### src/dctl_defs.svh
`ifndef DCTL_DEFS_SVH
`define DCTL_DEFS_SVH

// ----------------------------------------------------------------
// device register map, word index times four from each base
// ----------------------------------------------------------------
`define DCTL_CTL_BASE 32'h0000_0000
`define DCTL_PI_BASE 32'h0000_2000
`define DCTL_WAKE_BASE 32'h0000_4000
`define DCTL_IRQ_STATUS_IDX 12'd293
`define DCTL_SELFTEST_CTRL_IDX 12'd194
`define DCTL_LOWPOWER_WAKE_IDX 12'd139
`define DCTL_SNAP_FIRST_IDX 12'd302
`define DCTL_SNAP_ERRCNT_IDX 12'd206
`define DCTL_TRAIN_MR13_IDX0 12'd259
`define DCTL_TRAIN_MR13_STEP 12'd2

// ----------------------------------------------------------------
// device field positions
// ----------------------------------------------------------------
`define DCTL_SELFTEST_DONE_BIT 11
`define DCTL_SELFTEST_GO_BIT 0
`define DCTL_WAKE_EN_LSB 24
`define DCTL_WAKE_EN_MSB 29
`define DCTL_MR13_VRCG_BIT 3

// ----------------------------------------------------------------
// sizes
// ----------------------------------------------------------------
`define DCTL_SNAP_WORDS 11
`define DCTL_TIERS 5
`define DCTL_TIER_W 6
`define DCTL_FSPS 3
`define DCTL_EVENTS 5

// ----------------------------------------------------------------
// own register map (word index) and reset values
// ----------------------------------------------------------------
`define DCTL_REG_CMD 6'h00
`define DCTL_REG_STATUS 6'h01
`define DCTL_REG_IRQ_STAT 6'h02
`define DCTL_REG_IRQ_MASK 6'h03
`define DCTL_REG_LP_EN 6'h04
`define DCTL_REG_WAKE_F0 6'h05
`define DCTL_REG_BIST_CTL 6'h08
`define DCTL_CMD_BIST 0
`define DCTL_CMD_LOWPOWER 1
`define DCTL_CMD_TRAIN 2
`define DCTL_EV_BIST_DONE 0
`define DCTL_EV_BIST_FAIL 1
`define DCTL_EV_LP_DONE 2
`define DCTL_EV_LP_REFUSED 3
`define DCTL_EV_TRAIN_DONE 4
`define DCTL_RST_WORD 32'h0000_0000

`endif

### src/dctl_pkg.sv
`default_nettype none
`include "dctl_defs.svh"

package dctl_pkg;

  typedef enum logic [1:0] {MST_IDLE, MST_ADDR, MST_DATA} dctl_mst_state_type;

  typedef struct packed {
    dctl_mst_state_type state;
    logic [31:0] haddr;
    logic [1:0] htrans;
    logic hwrite;
    logic [31:0] hwdata;
    logic [31:0] data;
    logic [31:0] rdata;
    logic done;
  } dctl_mst_type;

  typedef enum logic [3:0] {
    ST_IDLE, ST_BSNAP, ST_BGO, ST_BPOLL, ST_BCHK, ST_BSTOP,
    ST_LPCHK, ST_LPTIME, ST_LPRD, ST_LPWR, ST_TRRD, ST_TRWR
  } dctl_state_type;

  typedef struct packed {
    dctl_state_type state;
    logic pend;
    logic [3:0] idx;
    logic [`DCTL_SNAP_WORDS-1:0][31:0] snap;
    logic [31:0] scratch;
    logic [3:0] diffCount;
    logic lastPass;
    logic [`DCTL_EVENTS-1:0] irqStat;
    logic [`DCTL_EVENTS-1:0] irqMask;
    logic [`DCTL_TIERS-1:0] lpEnable;
    logic [`DCTL_FSPS-1:0][`DCTL_TIERS*`DCTL_TIER_W-1:0] wake;
    logic [31:0] bistCtl;
    logic aValid;
    logic aWrite;
    logic [5:0] aAddr;
    logic [31:0] hrdata;
  } dctl_host_type;

endpackage : dctl_pkg

`default_nettype wire

### src/dctl_host.sv
`default_nettype none
`include "dctl_defs.svh"

module dctl_host #(
  parameter int CS_COUNT = 4
) (
  input wire logic mclk, // 20 MHz system clock
  input wire logic resetn, // synchronous reset, active low
  input wire logic hsel, // slave select
  input wire logic [31:0] haddr, // slave address
  input wire logic [1:0] htrans, // slave transfer type
  input wire logic hwrite, // slave direction
  input wire logic [2:0] hsize, // slave size, word only
  input wire logic [31:0] hwdata, // slave write data
  input wire logic hready, // bus ready
  output logic hreadyout, // slave never stalls
  output logic hresp, // always okay
  output logic [31:0] hrdata, // slave read data
  output logic irq, // level, unmasked event pending
  output logic [31:0] mHaddr, // device bus address
  output logic [1:0] mHtrans, // device bus transfer type
  output logic mHwrite, // device bus direction
  output logic [2:0] mHsize, // device bus size
  output logic [31:0] mHwdata, // device bus write data
  input wire logic mHready, // device bus ready
  input wire logic [31:0] mHrdata, // device bus read data
  input wire logic mHresp // device bus response, ignored
);

  if (CS_COUNT < 1 || CS_COUNT > 4) begin : g_bad
    $error("dctl_host: CS_COUNT out of range");
  end

  // idx and diffCount are four bits, so the word list must stay below sixteen
  if (`DCTL_SNAP_WORDS > 15) begin : g_bad_snap
    $error("dctl_host: snapshot list too long");
  end

  // the tiers must fill exactly the thirty data bits of each wake register
  if (`DCTL_TIERS * `DCTL_TIER_W != 30) begin : g_bad_wake
    $error("dctl_host: wake tiers do not fit the register");
  end

  // -----------------------------------------------------------------
  // address helpers
  // -----------------------------------------------------------------
  function automatic logic [31:0] ctlAddr(input logic [11:0] idx);
    return `DCTL_CTL_BASE + {18'h0, idx, 2'h0};
  endfunction : ctlAddr

  // ten consecutive fail/expected words, then the error count
  function automatic logic [31:0] snapAddr(input logic [3:0] i);
    logic [11:0] idx;
    idx = (i == 4'(`DCTL_SNAP_WORDS - 1)) ? `DCTL_SNAP_ERRCNT_IDX
                                           : `DCTL_SNAP_FIRST_IDX + {8'h0, i};
    return ctlAddr(idx);
  endfunction : snapAddr

  function automatic logic [31:0] mr13Addr(input logic [3:0] cs);
    logic [11:0] idx;
    idx = `DCTL_TRAIN_MR13_IDX0 + 12'(cs * `DCTL_TRAIN_MR13_STEP);
    return `DCTL_PI_BASE + {18'h0, idx, 2'h0};
  endfunction : mr13Addr

  // -----------------------------------------------------------------
  // state and submodules
  // -----------------------------------------------------------------
  dctl_pkg::dctl_host_type r_reg, r_next;

  logic mReq;
  logic [31:0] mReqAddr;
  logic mReqWrite;
  logic [31:0] mReqData;
  logic mDone;
  logic [31:0] mRdata;
  logic [`DCTL_TIERS-1:0] enFilled;
  logic orderOk;

  dctl_ahb_mst u_mst (
    .mclk(mclk),
    .resetn(resetn),
    .req(mReq),
    .reqAddr(mReqAddr),
    .reqWrite(mReqWrite),
    .reqData(mReqData),
    .done(mDone),
    .rdata(mRdata),
    .mHaddr(mHaddr),
    .mHtrans(mHtrans),
    .mHwrite(mHwrite),
    .mHsize(mHsize),
    .mHwdata(mHwdata),
    .mHready(mHready),
    .mHrdata(mHrdata)
  );

  dctl_wake_check #(
    .FSP_COUNT(`DCTL_FSPS)
  ) u_wake (
    .enReq(r_reg.lpEnable),
    .wake(r_reg.wake),
    .enFilled(enFilled),
    .orderOk(orderOk)
  );

  logic [`DCTL_EVENTS-1:0] ev;
  logic opActive;
  logic [5:0] rdIdx;
  logic [31:0] rdVal;

  always_comb begin
    r_next = r_reg;
    ev = '0;
    opActive = 1'b0;
    mReqAddr = 32'h0000_0000;
    mReqWrite = 1'b0;
    mReqData = 32'h0000_0000;
    rdIdx = haddr[7:2];
    rdVal = 32'h0000_0000;

    // ---------------------------------------------------------------
    // slave: address phase captured, write applied in data phase
    // ---------------------------------------------------------------
    case (rdIdx)
      `DCTL_REG_STATUS: rdVal = {22'h0, r_reg.diffCount, r_reg.lastPass,
                                 r_reg.state != dctl_pkg::ST_IDLE, r_reg.state};
      `DCTL_REG_IRQ_STAT: rdVal = {27'h0, r_reg.irqStat};
      `DCTL_REG_IRQ_MASK: rdVal = {27'h0, r_reg.irqMask};
      `DCTL_REG_LP_EN: rdVal = {27'h0, r_reg.lpEnable};
      `DCTL_REG_WAKE_F0: rdVal = {2'h0, r_reg.wake[0]};
      `DCTL_REG_WAKE_F0 + 6'h01: rdVal = {2'h0, r_reg.wake[1]};
      `DCTL_REG_WAKE_F0 + 6'h02: rdVal = {2'h0, r_reg.wake[2]};
      `DCTL_REG_BIST_CTL: rdVal = r_reg.bistCtl;
      default: rdVal = 32'h0000_0000;
    endcase
    if (hready) begin
      r_next.aValid = hsel & htrans[1];
      r_next.aWrite = hwrite;
      r_next.aAddr = haddr[7:2];
      if (hsel && htrans[1] && !hwrite) begin
        r_next.hrdata = rdVal;
      end
    end
    if (r_reg.aValid && r_reg.aWrite) begin
      case (r_reg.aAddr)
        `DCTL_REG_CMD: begin
          // commands while busy are dropped; status shows busy
          if (r_reg.state == dctl_pkg::ST_IDLE) begin
            r_next.idx = 4'h0;
            r_next.diffCount = 4'h0;
            if (hwdata[`DCTL_CMD_BIST]) begin
              r_next.state = dctl_pkg::ST_BSNAP;
            end else if (hwdata[`DCTL_CMD_LOWPOWER]) begin
              r_next.state = dctl_pkg::ST_LPCHK;
            end else if (hwdata[`DCTL_CMD_TRAIN]) begin
              r_next.state = dctl_pkg::ST_TRRD;
            end
          end
        end
        `DCTL_REG_IRQ_STAT: r_next.irqStat = r_reg.irqStat & ~hwdata[`DCTL_EVENTS-1:0];
        `DCTL_REG_IRQ_MASK: r_next.irqMask = hwdata[`DCTL_EVENTS-1:0];
        `DCTL_REG_LP_EN: r_next.lpEnable = hwdata[`DCTL_TIERS-1:0];
        `DCTL_REG_WAKE_F0: r_next.wake[0] = hwdata[29:0];
        `DCTL_REG_WAKE_F0 + 6'h01: r_next.wake[1] = hwdata[29:0];
        `DCTL_REG_WAKE_F0 + 6'h02: r_next.wake[2] = hwdata[29:0];
        `DCTL_REG_BIST_CTL: r_next.bistCtl = hwdata;
        default: ;
      endcase
    end

    // ---------------------------------------------------------------
    // sequencer: one device access in flight at a time, the next issued after done
    // ---------------------------------------------------------------
    case (r_reg.state)
      dctl_pkg::ST_IDLE: ;
      dctl_pkg::ST_BSNAP: begin
        opActive = 1'b1;
        mReqAddr = snapAddr(r_reg.idx);
        if (mDone) begin
          r_next.snap[r_reg.idx] = mRdata;
          r_next.idx = r_reg.idx + 4'h1;
          if (r_reg.idx == 4'(`DCTL_SNAP_WORDS - 1)) begin
            r_next.idx = 4'h0;
            r_next.state = dctl_pkg::ST_BGO;
          end
        end
      end
      dctl_pkg::ST_BGO: begin
        opActive = 1'b1;
        mReqAddr = ctlAddr(`DCTL_SELFTEST_CTRL_IDX);
        mReqWrite = 1'b1;
        mReqData = r_reg.bistCtl;
        mReqData[`DCTL_SELFTEST_GO_BIT] = 1'b1;
        if (mDone) begin
          r_next.state = dctl_pkg::ST_BPOLL;
        end
      end
      dctl_pkg::ST_BPOLL: begin
        opActive = 1'b1;
        mReqAddr = ctlAddr(`DCTL_IRQ_STATUS_IDX);
        if (mDone && mRdata[`DCTL_SELFTEST_DONE_BIT]) begin
          r_next.state = dctl_pkg::ST_BCHK;
        end
      end
      dctl_pkg::ST_BCHK: begin
        opActive = 1'b1;
        mReqAddr = snapAddr(r_reg.idx);
        if (mDone) begin
          // the device's own result field is ignored, it self-clears
          if (mRdata != r_reg.snap[r_reg.idx]) begin
            r_next.diffCount = r_reg.diffCount + 4'h1;
          end
          r_next.idx = r_reg.idx + 4'h1;
          if (r_reg.idx == 4'(`DCTL_SNAP_WORDS - 1)) begin
            r_next.idx = 4'h0;
            r_next.state = dctl_pkg::ST_BSTOP;
          end
        end
      end
      dctl_pkg::ST_BSTOP: begin
        opActive = 1'b1;
        mReqAddr = ctlAddr(`DCTL_SELFTEST_CTRL_IDX);
        mReqWrite = 1'b1;
        mReqData = r_reg.bistCtl;
        mReqData[`DCTL_SELFTEST_GO_BIT] = 1'b0;
        if (mDone) begin
          r_next.lastPass = (r_reg.diffCount == 4'h0);
          ev[`DCTL_EV_BIST_DONE] = 1'b1;
          ev[`DCTL_EV_BIST_FAIL] = (r_reg.diffCount != 4'h0);
          r_next.state = dctl_pkg::ST_IDLE;
        end
      end
      dctl_pkg::ST_LPCHK: begin
        // refuse rather than let the device shorten a wakeup time
        if (orderOk) begin
          r_next.state = dctl_pkg::ST_LPTIME;
        end else begin
          ev[`DCTL_EV_LP_REFUSED] = 1'b1;
          r_next.state = dctl_pkg::ST_IDLE;
        end
      end
      dctl_pkg::ST_LPTIME: begin
        opActive = 1'b1;
        mReqAddr = `DCTL_WAKE_BASE + {26'h0, r_reg.idx, 2'h0};
        mReqWrite = 1'b1;
        mReqData = {2'h0, r_reg.wake[r_reg.idx[1:0]]};
        if (mDone) begin
          r_next.idx = r_reg.idx + 4'h1;
          if (r_reg.idx == 4'(`DCTL_FSPS - 1)) begin
            r_next.state = dctl_pkg::ST_LPRD;
          end
        end
      end
      dctl_pkg::ST_LPRD: begin
        opActive = 1'b1;
        mReqAddr = ctlAddr(`DCTL_LOWPOWER_WAKE_IDX);
        if (mDone) begin
          r_next.scratch = mRdata;
          r_next.state = dctl_pkg::ST_LPWR;
        end
      end
      dctl_pkg::ST_LPWR: begin
        opActive = 1'b1;
        mReqAddr = ctlAddr(`DCTL_LOWPOWER_WAKE_IDX);
        mReqWrite = 1'b1;
        mReqData = r_reg.scratch;
        mReqData[`DCTL_WAKE_EN_MSB:`DCTL_WAKE_EN_LSB] = {1'b0, enFilled};
        if (mDone) begin
          ev[`DCTL_EV_LP_DONE] = 1'b1;
          r_next.state = dctl_pkg::ST_IDLE;
        end
      end
      dctl_pkg::ST_TRRD: begin
        opActive = 1'b1;
        mReqAddr = mr13Addr(r_reg.idx);
        if (mDone) begin
          r_next.scratch = mRdata;
          r_next.state = dctl_pkg::ST_TRWR;
        end
      end
      dctl_pkg::ST_TRWR: begin
        opActive = 1'b1;
        mReqAddr = mr13Addr(r_reg.idx);
        mReqWrite = 1'b1;
        mReqData = r_reg.scratch;
        // one image serves both command bus and write DQ training
        mReqData[`DCTL_MR13_VRCG_BIT] = 1'b1;
        if (mDone) begin
          r_next.idx = r_reg.idx + 4'h1;
          r_next.state = dctl_pkg::ST_TRRD;
          if (r_reg.idx == 4'(CS_COUNT - 1)) begin
            ev[`DCTL_EV_TRAIN_DONE] = 1'b1;
            r_next.state = dctl_pkg::ST_IDLE;
          end
        end
      end
      default: r_next.state = dctl_pkg::ST_IDLE;
    endcase

    mReq = opActive & ~r_reg.pend;
    if (mReq) begin
      r_next.pend = 1'b1;
    end else if (mDone) begin
      r_next.pend = 1'b0;
    end

    // set beats a same-cycle write-one clear
    r_next.irqStat = r_next.irqStat | ev;
  end

  always_ff @(posedge mclk) begin
    if (!resetn) begin
      r_reg <= '0;
    end else begin
      r_reg <= r_next;
    end
  end

  assign hreadyout = 1'b1;
  assign hresp = 1'b0;
  assign hrdata = r_reg.hrdata;
  assign irq = |(r_reg.irqStat & r_reg.irqMask);

endmodule : dctl_host

`default_nettype wire

### src/dctl_ahb_mst.sv
`default_nettype none
`include "dctl_defs.svh"

module dctl_ahb_mst (
  input wire logic mclk, // system clock
  input wire logic resetn, // synchronous reset, active low
  input wire logic req, // start one single-word transfer
  input wire logic [31:0] reqAddr, // byte address
  input wire logic reqWrite, // 1 write, 0 read
  input wire logic [31:0] reqData, // write data
  output logic done, // one-cycle pulse, transfer finished
  output logic [31:0] rdata, // read data, valid with done
  output logic [31:0] mHaddr, // ahb address
  output logic [1:0] mHtrans, // ahb transfer type
  output logic mHwrite, // ahb direction
  output logic [2:0] mHsize, // always word
  output logic [31:0] mHwdata, // ahb write data
  input wire logic mHready, // ahb ready
  input wire logic [31:0] mHrdata // ahb read data
);

  dctl_pkg::dctl_mst_type r_reg, r_next;

  always_comb begin
    r_next = r_reg;
    r_next.done = 1'b0;
    case (r_reg.state)
      dctl_pkg::MST_IDLE: begin
        if (req) begin
          r_next.haddr = reqAddr;
          r_next.hwrite = reqWrite;
          r_next.data = reqData;
          r_next.htrans = 2'h2;
          r_next.state = dctl_pkg::MST_ADDR;
        end
      end
      dctl_pkg::MST_ADDR: begin
        if (mHready) begin
          r_next.htrans = 2'h0;
          r_next.hwdata = r_reg.data;
          r_next.state = dctl_pkg::MST_DATA;
        end
      end
      dctl_pkg::MST_DATA: begin
        // no timeout: the slave decides how long the data phase lasts
        if (mHready) begin
          r_next.rdata = mHrdata;
          r_next.done = 1'b1;
          r_next.state = dctl_pkg::MST_IDLE;
        end
      end
      default: r_next.state = dctl_pkg::MST_IDLE;
    endcase
  end

  always_ff @(posedge mclk) begin
    if (!resetn) begin
      r_reg <= '0;
    end else begin
      r_reg <= r_next;
    end
  end

  assign done = r_reg.done;
  assign rdata = r_reg.rdata;
  assign mHaddr = r_reg.haddr;
  assign mHtrans = r_reg.htrans;
  assign mHwrite = r_reg.hwrite;
  assign mHsize = 3'h2;
  assign mHwdata = r_reg.hwdata;

endmodule : dctl_ahb_mst

`default_nettype wire

### src/dctl_wake_check.sv
`default_nettype none
`include "dctl_defs.svh"

module dctl_wake_check #(
  parameter int FSP_COUNT = `DCTL_FSPS
) (
  input wire logic [`DCTL_TIERS-1:0] enReq, // requested enables, bit 0 shallowest
  input wire logic [FSP_COUNT-1:0][`DCTL_TIERS*`DCTL_TIER_W-1:0] wake, // tiers per set point
  output logic [`DCTL_TIERS-1:0] enFilled, // enables with deeper states added
  output logic orderOk // tiers strictly rising in every set point
);

  if (FSP_COUNT < 1 || FSP_COUNT > `DCTL_FSPS) begin : g_bad
    $error("dctl_wake_check: FSP_COUNT out of range");
  end

  // -----------------------------------------------------------------
  // ordering per set point
  // -----------------------------------------------------------------
  function automatic logic tiersRising(input logic [`DCTL_TIERS*`DCTL_TIER_W-1:0] t);
    logic ok;
    ok = 1'b1;
    for (int i = 1; i < `DCTL_TIERS; i++) begin
      if (t[i*`DCTL_TIER_W +: `DCTL_TIER_W] <= t[(i-1)*`DCTL_TIER_W +: `DCTL_TIER_W]) begin
        ok = 1'b0;
      end
    end
    return ok;
  endfunction : tiersRising

  logic [FSP_COUNT-1:0] fspOk;

  for (genvar f = 0; f < FSP_COUNT; f++) begin : g_fsp
    assign fspOk[f] = tiersRising(wake[f]);
  end

  assign orderOk = &fspOk;

  // -----------------------------------------------------------------
  // any enabled state pulls in every deeper one
  // -----------------------------------------------------------------
  for (genvar b = 0; b < `DCTL_TIERS; b++) begin : g_en
    assign enFilled[b] = |enReq[b:0];
  end

endmodule : dctl_wake_check

`default_nettype wire

### config.mk
export PLATFORM = sky130hd
export DESIGN_NAME = dctl_host
export DESIGN_NICKNAME = d
export VERILOG_FILES = /design/src/dctl_pkg.sv /design/src/dctl_host.sv /design/src/dctl_ahb_mst.sv /design/src/dctl_wake_check.sv
export VERILOG_INCLUDE_DIRS = /design/src /design/src/src
export SDC_FILE = /design/constraint.sdc
export NUM_CORES = 2
export LEC_CHECK = 0
export ABC_AREA = 0
export ABC_CLOCK_PERIOD_IN_PS = 3400
export BUFFER_PORTS_ARGS = -buffer_cell sky130_fd_sc_hd__buf_2
export CAP_MARGIN = 10
export CORE_MARGIN = 2
export CORE_UTILIZATION = 41
export DETAILED_ROUTE_END_ITERATION = 12
export GPL_ROUTABILITY_DRIVEN = 0
export PLACE_DENSITY = 0.67
export SYNTH_ARGS = -nofsm -noshare
export SYNTH_HDL_FRONTEND = slang
export SYNTH_SLANG_ARGS = --single-unit
export TNS_END_PERCENT = 5
### constraint.sdc
create_clock -name mclk -period 3.4 [get_ports mclk]
set_input_delay 0.34 -clock mclk [delete_from_list [all_inputs] [get_ports mclk]]
set_output_delay 0.34 -clock mclk [all_outputs]
set_load 0.01 [all_outputs]
==> run metrics <==
leading cell types in the layout, fill and taps excluded=1281 x nand2_1, 685 x dfxtp_1, 561 x a21boi_0; core area=82000 um^2; Post-synth EDFFs=0; DR DRC count=0; DPL Wire Length=70.0 mm; skew final=0.0484 ns; clk buf depth=3; WL final=111 mm; Max VDD drop=0.000314 V; P&R area growth vs syn=13.3%; Syn Area/Cell=8.07 um^2; instance count of the mapped netlist=4198; post-layout min period=3.23 ns; first-pass GRT wire length=169 mm; final worst path period share=95.1%; CP Class=reg2reg; I/O Buffers=154; DR vias/cell=5.56; worst-path maximum fanout=30; Synth cell types=63; H-tree levels=3; Final setup viols=0; Setup Buffers After CTS=0; YS warnings=0; Required @ worst endpoint=3.92 ns; largest net degree at the start of global routing=128; CP Capture Type=flop; most common cell after layout, fill and taps aside=nand2_1; main flop type after synthesis=dfxtp_1; Hold Path Depth=3; die height=291 um; Worst-Skew Late Latency=0.65 ns; CP Launch Type=flop; RSZ-0062 raised after global routing=no; sequential share of the synthesized area=40.6%; Die Area=84900 um^2; r2r worst-path depth=13; Worst-Margin Slew=1.04 ns; die width=291 um; total congestion overflow=0; Final Max Tran Viols=0; outcome=finished, final reports clean; Worst-path clk slew=0.06 ns; Routed Antenna Nets=0; CTS sink cnt=687; share of cells above drive strength 1=10.7%; pwr dens=448 nW/um^2; Ant. Diodes=0; Root Buffer=clkbuf_16; initial antenna violation count=1; Fin Setup TNS=0 ns; maximum clock frequency=309 MHz; Hold WC Path Type=in2reg; Starting Density=41.3%; I/O Pins=213; final core utilization=46.8%; number of synthesized register bits=687; endpoints failing hold=0; DR WL/cell=20.8 um; max reg flops=543; Leak Pwr=0.0126 uW; FP Rows=105; nets@finish=4394; vias in the first global route=28204; Async S/R FF share, synth=0%; CTS tree=done; global-route usage over all layers=25.4%; Max Cap Viol=0; slew margin rel.=30.5%; crit path DAT=3.75 ns; cell area after synthesis=33900 um^2; Iter 0 DRT Violations=2464; DRT Pass-1 Iters=9; Num CTS Buffers=76; DR vias=29645
final cells by class:
class | count | area (um^2)
multi-input cells | 2992 | 17700
flip-flops and latches | 687 | 13800
repair buffers | 355 | 2670
inverters | 94 | 353
clock inverters | 31 | 384
well taps | 1070 | 1340
fillers | 7951 | 43600
clock buffers | 106 | 2180
critical path: stages, from the launching register on:
cell,delay [ns]
dfxtp_4,0.39
buf_12,0.26
buf_12,0.21
mux2i_1,0.20
o2bb2ai_1,0.09
a211oi_1,0.42
xnor2_1,0.11
nor4_1,0.26
buf_4,0.15
nand4_1,0.15
buf_4,0.19
nor2_4,0.24
nor4b_1,0.09
o31a_1,0.30
what timing repair did:
| item | in CTS | in global routing |
|---|---|---|
| endpoints found under the hold margin | 106 | 0 |
| hold buffers | 53 | 0 |
| resized for setup | 0 | 0 |
where the power goes:
group | switching [uW] | total, uW | internal [uW]
registers | 28.2 | 8110 | 8080
logic | 320 | 569 | 248
clock network | 3520 | 8500 | 4980
total | 3870 | 17200 | 13300
routing by layer:
metal / vias up / part of all wire, % / track usage, %
li1: 14074 / - / -
met3: 242 / 7.2 / 3.79
met2: 1146 / 47 / 43.1
met5: - / 0.0090 / 0
met1: 14181 / 41 / 32.2
met4: 2 / 3.8 / 10.3
logic make-up (layout without fill, tap and decap cells):
group	count (synthesis)	after routing	synth area share [%]
simple gates	1545	1545	18.7
compound gates	1084	1084	22.6
flops	687	687	40.6
buf+inv	544	586	7.64
mux	219	219	6.47
fa+ha+maj	81	81	2.98
xor+xnor	36	36	0.931
other cells	2	27	0.0222
synth_stat cells, types with 32 or more instances:
cell / count / area [um^2]
dfxtp_1: 687 / 13800
buf_4: 110 / 826
ha_1: 80 / 1000
o21ai_0: 93 / 465
a22oi_1: 67 / 503
o22ai_1: 74 / 463
a21boi_0: 561 / 4210
nor2_1: 54 / 203
inv_1: 93 / 349
nor2b_1: 68 / 425
clkbuf_1: 275 / 1030
a21oi_1: 117 / 586
buf_2: 46 / 230
xnor2_1: 35 / 307
mux2i_1: 219 / 2190
nand2_1: 1281 / 4810
o2bb2ai_1: 32 / 280
final timing paths:
check / start / to / slack, ns
max reg2reg: r_reg[567] / r_reg[180] / 0.17
min: mHrdata[5] / u_mst.rdata[5] / 0.01
max: r_reg[567] / r_reg[180] / 0.17
min reg2reg: r_reg[457] / r_reg[457] / 0.45
metrics by stage:
stage	hold slack, ns	instances	total power (uW)	instance area, um^2	setup WS (ns)
after detailed placement	0.445	5145	8800	35300	0.194
final	0.0103	5335	17200	38400	0.166
after CTS	0.00463	5335	17300	38400	0.178
after global placement	0.440	5145	8790	35300	0.208
after floorplan	0.434	4223	8640	34000	0.840
after global routing	0.0261	5335	17600	38400	0.0101
No activity file was read; power rests on OpenSTA's default activity.
